`src/core/spi_port_pkg.sv`:
```
// shared constants and types for the framed serial port
package spi_port_pkg;

	// ----------------------------------------------------------------
	// bus geometry and register offsets (byte addresses)
	// ----------------------------------------------------------------
	localparam int unsigned ADDR_W      = 8;
	localparam logic [7:0]  OFF_STATUS  = 8'h00;
	localparam logic [7:0]  OFF_CTRL1   = 8'h04;
	localparam logic [7:0]  OFF_CTRL2   = 8'h08;
	localparam logic [7:0]  OFF_DATA    = 8'h0C;
	localparam logic [1:0]  RESP_OKAY   = 2'h0;
	localparam logic [1:0]  RESP_SLVERR = 2'h2;

	// register select codes
	localparam logic [2:0] SEL_STAT = 3'h0;
	localparam logic [2:0] SEL_C1   = 3'h1;
	localparam logic [2:0] SEL_C2   = 3'h2;
	localparam logic [2:0] SEL_DATA = 3'h3;
	localparam logic [2:0] SEL_NONE = 3'h4;

	// ----------------------------------------------------------------
	// field positions
	// ----------------------------------------------------------------
	localparam int unsigned STAT_EN    = 15;
	localparam int unsigned STAT_IDLE  = 13;
	localparam int unsigned STAT_OVF   = 6;
	localparam int unsigned C1_CLKDIS  = 12;
	localparam int unsigned C1_OUTDIS  = 11;
	localparam int unsigned C1_WIDE    = 10;
	localparam int unsigned C1_SMP     = 9;
	localparam int unsigned C1_CKE     = 8;
	localparam int unsigned C1_SELECT_ENABLE    = 7;
	localparam int unsigned C1_CKP     = 6;
	localparam int unsigned C1_MST     = 5;
	localparam int unsigned C2_FEN     = 15;
	localparam int unsigned C2_FSD     = 14;
	localparam int unsigned C2_FPOL    = 13;
	localparam int unsigned C2_FDLY    = 1;

	// ----------------------------------------------------------------
	// writable masks, reset values, transfer lengths
	// ----------------------------------------------------------------
	localparam logic [15:0] C1_WMASK  = 16'h1FFF;
	localparam logic [15:0] C2_WMASK  = 16'hE002;
	localparam logic [15:0] REG_RST   = 16'h0000;
	localparam logic [4:0]  BITS_BYTE = 5'h08;
	localparam logic [4:0]  BITS_WORD = 5'h10;

	typedef enum logic [1:0] {
		ST_IDLE = 2'b00,
		ST_PRE  = 2'b01,
		ST_RUN  = 2'b10
	} xfer_state_e;

endpackage : spi_port_pkg

```
`src/core/spi_port.sv`:
```
// serial peripheral port, master or slave, with framed mode and axi-lite regs
//
// Contract
// - 16-bit shift register; buffer holds separate transmit and receive words.
// - master drives the shift clock pin; slave takes it as input.
// - enable bit hands the four pins to the port; clear disables it.
// - idle-stop set freezes the port while the device idles.
// - word arriving with receive buffer still full is dropped, overflow set.
// - transmit-full sets on buffer write, clears on load into shifter.
// - receive-full sets on shifter-to-buffer move, clears on buffer read.
// - master clock disable stops clock, releases pin; out disable releases data.
// - width bit picks 16-bit or 8-bit transfers.
// - master samples at end of output time if set, else middle.
// - edge bit: data changes active-to-idle if set, else idle-to-active.
// - polarity bit set makes clock idle high, else idle low.
// - slave with select enable uses active-low select pin.
// - master-enable bit chooses master when set, slave when clear.
// - master clock divided by secondary 1..8 and primary 1,4,16,64.
// - framed mode: select pin carries frame sync; clock runs continuously.
// - sync direction: set means sync input, clear means port drives it.
// - sync polarity: set active-high, clear active-low.
// - sync edge: set coincides with first bit, clear one bit earlier.
`timescale 1ns/1ps
`default_nettype none

module spi_port (
	input  wire logic                        CLK,              // 100 MHz clock
	input  wire logic                        RST_N,            // sync reset
	input  wire logic                        IDLE_MODE,        // device idles
	input  wire logic                        AWVALID,          // aw valid
	output var  logic                        AWREADY,          // aw ready
	input  wire logic [spi_port_pkg::ADDR_W-1:0] AWADDR,       // aw address
	input  wire logic [2:0]                  AWPROT,           // unused
	input  wire logic                        WVALID,           // w valid
	output var  logic                        WREADY,           // w ready
	input  wire logic [31:0]                 WDATA,            // w data
	input  wire logic [3:0]                  WSTRB,            // byte lanes
	output var  logic                        BVALID,           // b valid
	input  wire logic                        BREADY,           // b ready
	output var  logic [1:0]                  BRESP,            // b response
	input  wire logic                        ARVALID,          // ar valid
	output var  logic                        ARREADY,          // ar ready
	input  wire logic [spi_port_pkg::ADDR_W-1:0] ARADDR,       // ar address
	input  wire logic [2:0]                  ARPROT,           // unused
	output var  logic                        RVALID,           // r valid
	input  wire logic                        RREADY,           // r ready
	output var  logic [31:0]                 RDATA,            // r data
	output var  logic [1:0]                  RRESP,            // r response
	input  wire logic                        SHIFT_CLOCK_IN,   // clock pin in
	output var  logic                        SHIFT_CLOCK_OUT,  // clock pin out
	output var  logic                        SHIFT_CLOCK_OE_N, // clock drive
	input  wire logic                        SERIAL_IN,        // data in pin
	output var  logic                        SERIAL_OUT,       // data out pin
	output var  logic                        SERIAL_OUT_OE_N,  // data drive
	input  wire logic                        SELECT_N_IN,      // select in
	output var  logic                        SELECT_N_OUT,     // sync out
	output var  logic                        SELECT_N_OE_N     // select drive
);
	import spi_port_pkg::*;

	// ----------------------------------------------------------------
	// state
	// ----------------------------------------------------------------
	typedef struct packed {
		logic                en;
		logic                idle_stop;
		logic                ovf;
		logic                txf;
		logic                rxf;
		logic [15:0]         con1;
		logic [15:0]         con2;
		logic [15:0]         tx_buf;
		logic [15:0]         rx_buf;
		logic [15:0]         sr;
		logic                samp;
		logic [4:0]          cnt;
		xfer_state_e         st;
		logic [9:0]          div_cnt;
		logic                act;
		logic                sync_on;
		logic                sck_m;
		logic                sck_s;
		logic                sck_p;
		logic                sdi_m;
		logic                sdi_s;
		logic                ss_m;
		logic                ss_s;
		logic                sck_o;
		logic                sck_oe_n;
		logic                sdo_o;
		logic                sdo_oe_n;
		logic                ss_o;
		logic                ss_oe_n;
		logic                aw_got;
		logic [ADDR_W-1:0]   aw_addr;
		logic                w_got;
		logic [15:0]         wdata;
		logic [1:0]          wstrb;
		logic                awready;
		logic                wready;
		logic                bvalid;
		logic [1:0]          bresp;
		logic                arready;
		logic                rvalid;
		logic [15:0]         rdata;
		logic [1:0]          rresp;
	} port_state_s;

	port_state_s s;
	port_state_s n;

	// ----------------------------------------------------------------
	// helpers
	// ----------------------------------------------------------------
	function automatic logic [2:0] reg_sel(input logic [ADDR_W-1:0] a);
		unique case ({a[ADDR_W-1:2], 2'b00})
			OFF_STATUS: reg_sel = SEL_STAT;
			OFF_CTRL1:  reg_sel = SEL_C1;
			OFF_CTRL2:  reg_sel = SEL_C2;
			OFF_DATA:   reg_sel = SEL_DATA;
			default:    reg_sel = SEL_NONE;
		endcase
	endfunction : reg_sel

	function automatic logic [15:0] merge16(input logic [15:0] old,
			input logic [15:0] d, input logic [1:0] b);
		merge16 = {b[1] ? d[15:8] : old[15:8], b[0] ? d[7:0] : old[7:0]};
	endfunction : merge16

	// divide ratio = primary x secondary; 1:1 on both is left to software
	function automatic logic [9:0] clk_div(input logic [15:0] c1);
		logic [6:0] p;
		logic [3:0] q;
		unique case (c1[1:0])
			2'b11:   p = 7'h01;
			2'b10:   p = 7'h04;
			2'b01:   p = 7'h10;
			default: p = 7'h40;
		endcase
		q = 4'h8 - {1'b0, c1[4:2]};
		clk_div = {3'h0, p} * {6'h0, q};
	endfunction : clk_div

	// ----------------------------------------------------------------
	// decode of configuration and edges
	// ----------------------------------------------------------------
	logic        master;
	logic        wide;
	logic        cke;
	logic        clock_polarity;
	logic        smp_eff;
	logic        framed;
	logic        fsd;
	logic        fpol;
	logic        fdly;
	logic        run_ok;
	logic        ss_act;
	logic        sync_in_act;
	logic [4:0]  nb;
	logic [9:0]  div;
	logic [9:0]  hlen;
	logic        gen_run;
	logic        g_edge;
	logic        lead;
	logic        trail;
	logic        mid_e;
	logic        out_e;
	logic [15:0] stat_rd;
	logic [15:0] rd_word;
	logic [2:0]  rsel;

	assign master  = s.con1[C1_MST];
	assign wide    = s.con1[C1_WIDE];
	assign nb      = wide ? BITS_WORD : BITS_BYTE;
	assign cke     = s.con1[C1_CKE];
	assign clock_polarity     = s.con1[C1_CKP];
	// sample phase only acts for a master; a slave always samples mid-bit
	assign smp_eff = s.con1[C1_SMP] & master;
	assign framed  = s.con2[C2_FEN];
	assign fsd     = s.con2[C2_FSD];
	assign fpol    = s.con2[C2_FPOL];
	assign fdly    = s.con2[C2_FDLY];
	assign run_ok  = s.en && !(s.idle_stop && IDLE_MODE);
	// select pin is ignored in framed mode, so a clash with it is harmless
	assign ss_act  = framed || !s.con1[C1_SELECT_ENABLE] || !s.ss_s;
	assign sync_in_act = fpol ? s.ss_s : !s.ss_s;

	// master clock generator: lead half first, odd ratios lengthen the tail
	assign div     = clk_div(s.con1);
	assign hlen    = s.act ? div - (div >> 1) : div >> 1;
	assign gen_run = master && !s.con1[C1_CLKDIS]
		&& (s.st != ST_IDLE || s.act || framed);
	assign g_edge  = gen_run && s.div_cnt == hlen - 10'h001;

	// slave edges come from the synchronised pin, seen after two flops
	assign lead  = master ? g_edge && !s.act
		: (s.sck_s ^ clock_polarity) && !(s.sck_p ^ clock_polarity);
	assign trail = master ? g_edge && s.act
		: !(s.sck_s ^ clock_polarity) && (s.sck_p ^ clock_polarity);
	assign mid_e = cke ? lead : trail;
	assign out_e = cke ? trail : lead;

	assign stat_rd = {s.en, 1'b0, s.idle_stop, 6'h00, s.ovf, 4'h0,
		s.txf, s.rxf};
	assign rsel = reg_sel(ARADDR);
	always_comb begin
		unique case (rsel)
			SEL_STAT: rd_word = stat_rd;
			SEL_C1:   rd_word = s.con1;
			SEL_C2:   rd_word = s.con2;
			SEL_DATA: rd_word = s.rx_buf;
			default:  rd_word = REG_RST;
		endcase
	end

	// ----------------------------------------------------------------
	// next state
	// ----------------------------------------------------------------
	always_comb begin
		logic        do_wr;
		logic [2:0]  wsel;
		logic [15:0] wv;
		logic        ld;
		logic        fin;
		logic        bin;
		logic [15:0] shv;
		do_wr = 1'b0;
		wsel  = SEL_NONE;
		wv    = REG_RST;
		ld    = 1'b0;
		fin   = 1'b0;
		bin   = s.samp;
		shv   = {s.sr[14:0], s.samp};
		n     = s;

		n.sck_m = SHIFT_CLOCK_IN;
		n.sck_s = s.sck_m;
		n.sck_p = s.sck_s;
		n.sdi_m = SERIAL_IN;
		n.sdi_s = s.sdi_m;
		n.ss_m  = SELECT_N_IN;
		n.ss_s  = s.ss_m;

		// read channel; a data read frees the receive buffer
		if (ARVALID && s.arready) begin
			n.rvalid = 1'b1;
			n.rdata  = rd_word;
			n.rresp  = (rsel == SEL_NONE) ? RESP_SLVERR : RESP_OKAY;
			if (rsel == SEL_DATA)
				n.rxf = 1'b0;
		end else if (RREADY && s.rvalid) begin
			n.rvalid = 1'b0;
		end

		// write channel: address and data taken in either order
		if (BREADY && s.bvalid)
			n.bvalid = 1'b0;
		if (AWVALID && s.awready) begin
			n.aw_got  = 1'b1;
			n.aw_addr = AWADDR;
		end
		if (WVALID && s.wready) begin
			n.w_got = 1'b1;
			n.wdata = WDATA[15:0];
			n.wstrb = WSTRB[1:0];
		end
		do_wr = n.aw_got && n.w_got && !s.bvalid;
		wsel  = reg_sel(n.aw_addr);
		if (do_wr) begin
			n.aw_got = 1'b0;
			n.w_got  = 1'b0;
			n.bvalid = 1'b1;
			n.bresp  = (wsel == SEL_NONE) ? RESP_SLVERR : RESP_OKAY;
			unique case (wsel)
				SEL_STAT: begin
					wv = merge16(stat_rd, n.wdata, n.wstrb);
					n.en        = wv[STAT_EN];
					n.idle_stop = wv[STAT_IDLE];
					if (n.wstrb[0] && !wv[STAT_OVF])
						n.ovf = 1'b0;
				end
				SEL_C1: n.con1 = merge16(s.con1, n.wdata, n.wstrb)
					& C1_WMASK;
				// lowest bit of the second control word is held at zero
				SEL_C2: n.con2 = merge16(s.con2, n.wdata, n.wstrb)
					& C2_WMASK;
				default: wv = REG_RST;
			endcase
		end

		// transfer engine
		if (!s.en) begin
			n.st      = ST_IDLE;
			n.cnt     = 5'h00;
			n.act     = 1'b0;
			n.div_cnt = 10'h000;
			n.sync_on = 1'b0;
		end else if (run_ok) begin
			if (!gen_run)
				n.div_cnt = 10'h000;
			else if (g_edge) begin
				n.div_cnt = 10'h000;
				n.act     = !s.act;
			end else
				n.div_cnt = s.div_cnt + 10'h001;
			if (lead)
				n.sync_on = 1'b0;
			if (!master && !ss_act) begin
				n.st  = ST_IDLE;
				n.cnt = 5'h00;
			end else begin
				unique case (s.st)
					ST_IDLE: begin
						if (framed) begin
							// a frame opens at a bit boundary
							if (lead && (fsd ? sync_in_act : s.txf)) begin
								n.sync_on = !fsd;
								if (fdly)
									ld = 1'b1;
								else
									n.st = ST_PRE;
							end
						end else if (!master || (s.txf && !s.act))
							ld = 1'b1;
					end
					ST_PRE: begin
						if (lead)
							ld = 1'b1;
					end
					ST_RUN: begin
						if (mid_e) begin
							n.cnt = s.cnt + 5'h01;
							if (!smp_eff)
								n.samp = s.sdi_s;
							if (s.cnt == nb - 5'h01 && !(smp_eff && cke)) begin
								fin = 1'b1;
								bin = s.sdi_s;
							end
						end else if (out_e && s.cnt != 5'h00) begin
							bin = smp_eff ? s.sdi_s : s.samp;
							fin = (s.cnt == nb);
						end
						shv = {s.sr[14:0], bin};
						if (fin || (out_e && s.cnt != 5'h00))
							n.sr = shv;
						if (fin) begin
							n.st  = ST_IDLE;
							n.cnt = 5'h00;
							if (n.rxf)
								n.ovf = 1'b1;
							else begin
								n.rx_buf = wide ? shv : {8'h00, shv[7:0]};
								n.rxf    = 1'b1;
							end
						end
					end
					default: n.st = ST_IDLE;
				endcase
			end
			if (ld) begin
				if (s.txf)
					n.sr = s.tx_buf;
				n.txf  = 1'b0;
				n.cnt  = 5'h00;
				n.samp = 1'b0;
				n.st   = ST_RUN;
			end
		end

		// a buffer write after the engine so a same-cycle load loses
		if (do_wr && wsel == SEL_DATA) begin
			n.tx_buf = merge16(s.tx_buf, n.wdata, n.wstrb);
			n.txf    = 1'b1;
		end

		// pins, bus handshakes
		n.sck_o    = clock_polarity ^ n.act;
		n.sck_oe_n = !(s.en && master && !s.con1[C1_CLKDIS]);
		// the line moves only at a load or an output edge, never at the
		// completing edge, so the last bit keeps its whole slot
		if (ld || (n.st == ST_RUN && out_e))
			n.sdo_o = wide ? n.sr[15] : n.sr[7];
		n.sdo_oe_n = !(s.en && !s.con1[C1_OUTDIS]);
		n.ss_o     = fpol ? n.sync_on : !n.sync_on;
		n.ss_oe_n  = !(s.en && framed && !fsd);
		n.awready  = !n.aw_got && !n.bvalid;
		n.wready   = !n.w_got && !n.bvalid;
		n.arready  = !n.rvalid;
	end

	always_ff @(posedge CLK) begin
		if (!RST_N) begin
			s          <= '0;
			s.sck_oe_n <= 1'b1;
			s.sdo_oe_n <= 1'b1;
			s.ss_oe_n  <= 1'b1;
			s.ss_o     <= 1'b1;
		end else begin
			s <= n;
		end
	end

	// ----------------------------------------------------------------
	// outputs
	// ----------------------------------------------------------------
	assign AWREADY          = s.awready;
	assign WREADY           = s.wready;
	assign BVALID           = s.bvalid;
	assign BRESP            = s.bresp;
	assign ARREADY          = s.arready;
	assign RVALID           = s.rvalid;
	assign RDATA            = {16'h0000, s.rdata};
	assign RRESP            = s.rresp;
	assign SHIFT_CLOCK_OUT  = s.sck_o;
	assign SHIFT_CLOCK_OE_N = s.sck_oe_n;
	assign SERIAL_OUT       = s.sdo_o;
	assign SERIAL_OUT_OE_N  = s.sdo_oe_n;
	assign SELECT_N_OUT     = s.ss_o;
	assign SELECT_N_OE_N    = s.ss_oe_n;

endmodule : spi_port

`default_nettype wire

```
`config.mk`:
```
export PLATFORM = sky130hd
export DESIGN_NAME = spi_port
export DESIGN_NICKNAME = d
export VERILOG_FILES = /design/src/core/spi_port_pkg.sv /design/src/core/spi_port.sv
export SDC_FILE = /design/constraint.sdc
export NUM_CORES = 1
export LEC_CHECK = 0
export BUFFER_PORTS_ARGS = -buffer_cell sky130_fd_sc_hd__buf_2
export CAP_MARGIN = 5
export CORE_MARGIN = 1.5
export CORE_UTILIZATION = 57
export CTS_CLUSTER_DIAMETER = 80
export CTS_CLUSTER_SIZE = 40
export DETAILED_ROUTE_END_ITERATION = 8
export PLACE_DENSITY = 0.77
export SETUP_SLACK_MARGIN = 0.4
export SLEW_MARGIN = 15
export SYNTH_ARGS = -nofsm -noshare
export SYNTH_HDL_FRONTEND = slang
export SYNTH_SLANG_ARGS = --single-unit
```
`constraint.sdc`:
```
create_clock -name CLK -period 7.7 [get_ports CLK]
set_input_delay 0.385 -clock CLK [delete_from_list [all_inputs] [get_ports CLK]]
set_output_delay 0.385 -clock CLK [all_outputs]
set_load 0.02 [all_outputs]
```
; After elaboration in Yosys (flattened, before gate mapping)
; Index checks and enable logic that the tools add are counted.
[classes]
addsub = 6
multipliers = 1
eq_ne = 32
muxes = 96
n_bitwise = 5
reduce_logical = 84
[ops]
columns = operator, n
row1 = $mux 38, 4
row2 = $mux 16, 5
row3 = $pmux 16 s4, 1
row4 = $mux 1, 56
row5 = $mux 36, 1
row6 = $mux 7, 5
row7 = $mux 17, 2
row8 = $logic_and 1x1->1, 32
row9 = $mux 10, 3
row10 = $eq 6x2->1 const B, 4
row11 = $mux 24, 1
row12 = $pmux 3 s4, 2
row13 = $logic_not 1->1, 22
row14 = $pmux 7 s3, 1
row15 = $reduce_and 3->1, 7
row16 = $mux 19, 1
row17 = $ne 4x2->1 const B, 4
row18 = $mux 14, 1
row19 = $eq 3x2->1 const B, 4
row20 = $eq 6x1->1 const B, 2
row21 = $logic_not 6->1, 2
row22 = $reduce_and 6->1, 2
row23 = $add 10x1->10 const B, 1
row24 = $eq 10x10->1, 1
row25 = other kinds (31), 60
[word_totals]
reg_bits = 156
in_bits = 69
output_inout_bits = 47
wordCells = 271

; Longest topological paths before layout
[depth]
ltp_word = 33
depth_mapped = 33
ltp_nobuf = 33

; Least setup slack after synthesis
; No wires, ideal clock.
[synth_timing]
path_kind = register -> register
startpoint = reg s[151] in the netlist's numbering
endpoint = reg s[116] in the netlist's numbering
setup_time_ns = 0.071
arrival_time_ns = 6.747
required_time_ns = 7.629
slack_ns = 0.882
path_stages_with_launch = 31
path_buffers = 2
period_less_slack_ns = 6.818
cell_sequence = dfxtp_1 -> clkbuf_1 -> nor2b_1 -> and2_1 -> ha_1 -> inv_1 -> fa_1 -> inv_1 -> ha_1 -> xor2_1 -> inv_1 -> ha_1 -> a21oi_2 -> nand2_1 -> a211oi_2 -> mux2_2 -> a21oi_1 -> nor4_2 -> o41a_1 -> a211oi_4 -> nor2b_1 -> ha_1 -> nand2b_1 -> o31ai_1 -> nand2b_1 -> o311ai_1 -> nand3_1 -> a21oi_1 -> clkbuf_1 -> nand3_1 -> a21oi_1
[synth_via]
elab_chain_cells = 20
elab_cells_between_ends = 25
cone_classes = add/sub (2) / mul (1) / eq/ne (5) / mux (12) / reduce/logical (5)
[synth_lines]
columns = element, line_no
row1 = from (decl), spi_port.sv:109  ; port_state_s s;
row2 = from (signal assigned), spi_port.sv:399  ; s <= n;
row3 = $eq 2x1->1 / $eq 2x2->1 (equally long branches), spi_port.sv:134  ; unique case (c1[1:0])
row4 = $pmux 7 s3 (*), spi_port.sv:134
row5 = $mul 7x4->10 (*), spi_port.sv:141  ; clk_div = {3'h0, p} * {6'h0, q};
row6 = $sub 10x9->10, spi_port.sv:190  ; assign hlen = s.act ? div - (div >> 1) : div >> 1;
row7 = $mux 10 (*), spi_port.sv:190
row8 = $sub 10x1->10 (*), spi_port.sv:193  ; assign g_edge = gen_run && s.div_cnt == hlen - 10'h001;
row9 = $eq 10x10->1 (*), spi_port.sv:193
row10 = $logic_and 1x1->1 (*), spi_port.sv:193
row11 = (+4 left out), -
row12 = $mux 1, spi_port.sv:339  ; end else if (out_e && s.cnt != 5'h00) begin
row13 = $mux 1 (*), spi_port.sv:331  ; if (mid_e) begin
row14 = $mux 1 (*), spi_port.sv:312  ; unique case (s.st)
row15 = $mux 1 (*), spi_port.sv:308  ; if (!master && !ss_act) begin
row16 = $mux 1 (*), spi_port.sv:298  ; end else if (run_ok) begin
row17 = $mux 1 (*), spi_port.sv:292  ; if (!s.en) begin
row18 = $ne 4x2->1 (no source line) (*), -
row19 = $reduce_and 6->1 (no source line) (*), -
; Mark *: on every way between the ends. The rest lies on a longest branch, timed or not. The select of a mux whose other input is x is not followed.
; A chain may end at the register's enable or synchronous reset.

; Worst setup path after layout
[layout_timing]
startpoint = reg s[153] in the netlist's numbering
endpoint = reg s (netlist bit SERIAL_OUT)
[layout_via]
elab_chain_cells = 29
elab_cells_between_ends = 53
cone_classes = add/sub (3) / mul (1) / eq/ne (2) / mux (39) / reduce/logical (8)
[layout_lines]
columns = element, line_no
row1 = $sub 4x3->4 (*), spi_port.sv:140  ; q = 4'h8 - {1'b0, c1[4:2]};
row2 = $mul 7x4->10 (*), spi_port.sv:141
row3 = $sub 10x9->10, spi_port.sv:190
row4 = $mux 10 (*), spi_port.sv:190
row5 = $sub 10x1->10 (*), spi_port.sv:193
row6 = $eq 10x10->1 (*), spi_port.sv:193
row7 = $logic_and 1x1->1 (*), spi_port.sv:193
row8 = $logic_and 1x1->1 (on tied branches), "spi_port.sv:196, spi_port.sv:198"
row9 = (+13 left out), -
row10 = $mux 38, spi_port.sv:298
row11 = $mux 38, spi_port.sv:292
row12 = $mux 17, spi_port.sv:308
row13 = $mux 16, spi_port.sv:361  ; if (s.txf)
row14 = $mux 24, spi_port.sv:360  ; if (ld) begin
row15 = $mux 36, spi_port.sv:298
row16 = $mux 17, spi_port.sv:292
row17 = $mux 1, spi_port.sv:382  ; n.sdo_o = wide ? n.sr[15] : n.sr[7];
; Marks and branches as above.

==> metrics.cfg <==
[cells_and_area]
multi_input_area_mm2 = 0.004334
fin_area_mm2 = 0.008826
largest_register_ffs = 112
fill_cells = 1108
layout-drive-gt1-share_pct = 16.43
mostFrequentLayoutCells = 149 x dfxtp_1, 131 x nor2_1, 78 x nand2_1
area_growth_pct = 13.43
regMostFlops = s
final_common_cell = dfxtp_1
seq_area_mm2 = 0.003047
num-nets-final = 1067
stdcell_count = 1162
diodes = 0

[timing]
skew_ps = 9.852
whs_ps = 176.7
timing_hold_violations_final = 0
fin_tns_setup_ps = 0
relSlewSlack_pct = 20.94
min_period_over_period_pct = 89.56
fmax_mhz = 145.0
rsz0062_at_grt = no
setup_viol = 0
period_needed_ps = 6896
maxSlewViolCount = 0
tightest_slew_ps = 1170

[min_path]
worstHoldPathType = input pin to flop
hold_depth = 2

[clock_network]
clock_latency_ps = 420
cts.sinks = 152
cts_max_level = 4
cts_hold_buffers = 0
cts_buffers = 17
cts_tree = done
clk_pin_slew_ps = 60
clockRootBuffer = clkbuf_16
cts_buffer_depth = 2

[logic_synthesis]
netlist_area_mm2 = 0.007781
synthFlopType = dfxtp_1
synth.lib_cells_used.distinct = 75
ys_seq_elements = 152
synth_edf_count = 0
async_flop_share_pct = 0
synth_cells = 923
yosys_warnings = 0
seq_area_frac_synth_pct = 39.11
syn_area_per_cell_um2 = 8.430

[routing]
drt-total-wl_mm = 18.09
drt_first_pass_iters = 5
drtIter0Drc = 492
viasPerCell = 5.713
drc = 0
ant_nets = 0
vias = 6639
wire_per_inst_um = 15.57

[die]
die_area_mm2 = 0.01436
io_pins = 116
fp.dieH_um = 119.8
initial_core_util_pct = 58.53
core_area_mm2 = 0.01330
die_w_um = 119.8
rows = 42

[critical_path]
end_kind = flop
cp_max_fo = 17
worst_path_most_repeated_cell = ha_1
cp.required_ps = 8070
setup.worst_path.class = flop to flop
critPathMaxStageDelay_ps = 440
cp-start-kind = flop
worstPathArrival_ps = 7260
ff2ff_path_depth = 34
slowest_stage = fa_1

[placed_design]
post_dp_cell_area_mm2 = 0.008123
routabilityCongestion = 0.9870
portBuffers = 69
hpwl_mm = 12.83
place_inst = 1126

[power]
p_leak_nw = 3.586
ir_worst_vdd_uv = 142.7
power_density_mw_per_mm2 = 199.2

[global_route]
grt_max_degree = 107
antenna_found_initial = 0
grt_pass1_wl_mm = 29.76
grt_overflow = 0
grtUsageTotal_pct = 25.84
grt_pass1_vias = 5922

[outcome]
status = finished, final reports clean

[job]
maxCapViolations = 0

worst max-delay path, delay by kind of cell, from the launching register on:
kind                       cells  cell delay (ps)
buffers and inverters          7              780
xor gates and xnor gates       1              190
adders and majority gates      6             1660
and+or+nand+nor               10             1630
DFF                            1              410
AOI/OAI and AO/OA             10             2150
repair_timing:
action                     4_1_cts  5_1_grt
gates resized for setup          0       13
setup buffers                    0        4
setup endpoints to repair        0       39
through the flow:
step | power, mW | setup slack [ps] | utilization [%]
finish | 1.758 | 803.9 | 66.38
global route | 1.815 | 365.2 | 66.38
CTS | 1.767 | 430.8 | 65.76
detailed placement | 0.9109 | 493.9 | 61.10
global placement | 0.9096 | 649.7 | 61.10
floorplan | 0.8909 | 882.1 | -
layer usage:
layer | GRT usage, % | vias to the layer above | part of all wire [%]
met5 | 0 | - | 0
met4 | 7.813 | 0 | 1.8
met3 | 4.610 | 33 | 6.8
met2 | 38.33 | 264 | 43
met1 | 38.26 | 3026 | 49
li1 | - | 3316 | -
Yosys cell counts, types with 4 or more instances:
cell	count	area [µm²]
a211oi_1	35	262.8
mux2_2	6	67.56
nor2b_1	14	87.58
buf_4	36	270.3
o21ai_0	26	130.1
nor2_1	131	491.7
and2_1	15	93.84
nor4_1	4	25.02
nand4_1	6	37.54
xnor2_1	15	131.4
nand2b_1	13	81.33
dfxtp_1	152	3043
buf_1	4	15.01
o31ai_1	5	37.54
clkbuf_1	35	131.4
nand2_1	78	292.8
a22o_1	8	70.07
and3b_1	4	35.03
o211ai_1	7	52.55
nand3b_1	4	30.03
mux2i_1	40	400.4
or3_1	6	37.54
nor3_1	16	80.08
xor2_1	16	140.1
ha_1	22	275.3
a21o_1	5	37.54
nand3_1	34	170.2
a21oi_1	65	325.3
inv_1	23	86.33
a22oi_1	5	37.54
nor3b_1	7	52.55
o22ai_1	19	118.9
or2_2	7	43.79
cell families after synthesis:
kind of cell,after synthesis,share of synthesized area [%]
AND/OR/NAND/NOR,357,22.00
AO/OA/AOI/OAI,208,17.91
flip-flops,152,39.11
buffers and inverters,101,6.625
multiplexers,47,6.303
XOR/XNOR,32,3.698
adder cells (fa/ha/maj),25,4.309
other,1,0.04819
final timing paths:
path,slack [ps],to,startpoint
max,800,SERIAL_OUT$_SDFFE_PN0P_,s[153]$_SDFFE_PN0P_
min reg2reg,430,s[59]$_SDFF_PN0_,n[59]$_SDFF_PN0_
max reg2reg,800,SERIAL_OUT$_SDFFE_PN0P_,s[153]$_SDFFE_PN0P_
min,180,n[59]$_SDFF_PN0_,SELECT_N_IN
final cells by class:
cell class                      instances  area share (%)
Multi-Input combinational cell        687           49.11
Timing Repair Buffer                   90           5.784
Inverter                               25           1.063
Tap cell                              176           2.495
Clock inverter                         13           1.900
Clock buffer                           19           5.132
Sequential cell                       152           34.52
power breakdown:
| group | switching, mW | internal [mW] | total [mW] | leakage (nW) |
|---|---|---|---|---|
| combinational | 0.0605 | 0.0305 | 0.0910 | 2.04 |
| sequential | 0.00567 | 0.799 | 0.804 | 1.23 |
| clock | 0.332 | 0.531 | 0.863 | 0.311 |
| total | 0.398 | 1.36 | 1.76 | 3.59 |
No activity file was read; power rests on OpenSTA's default activity.
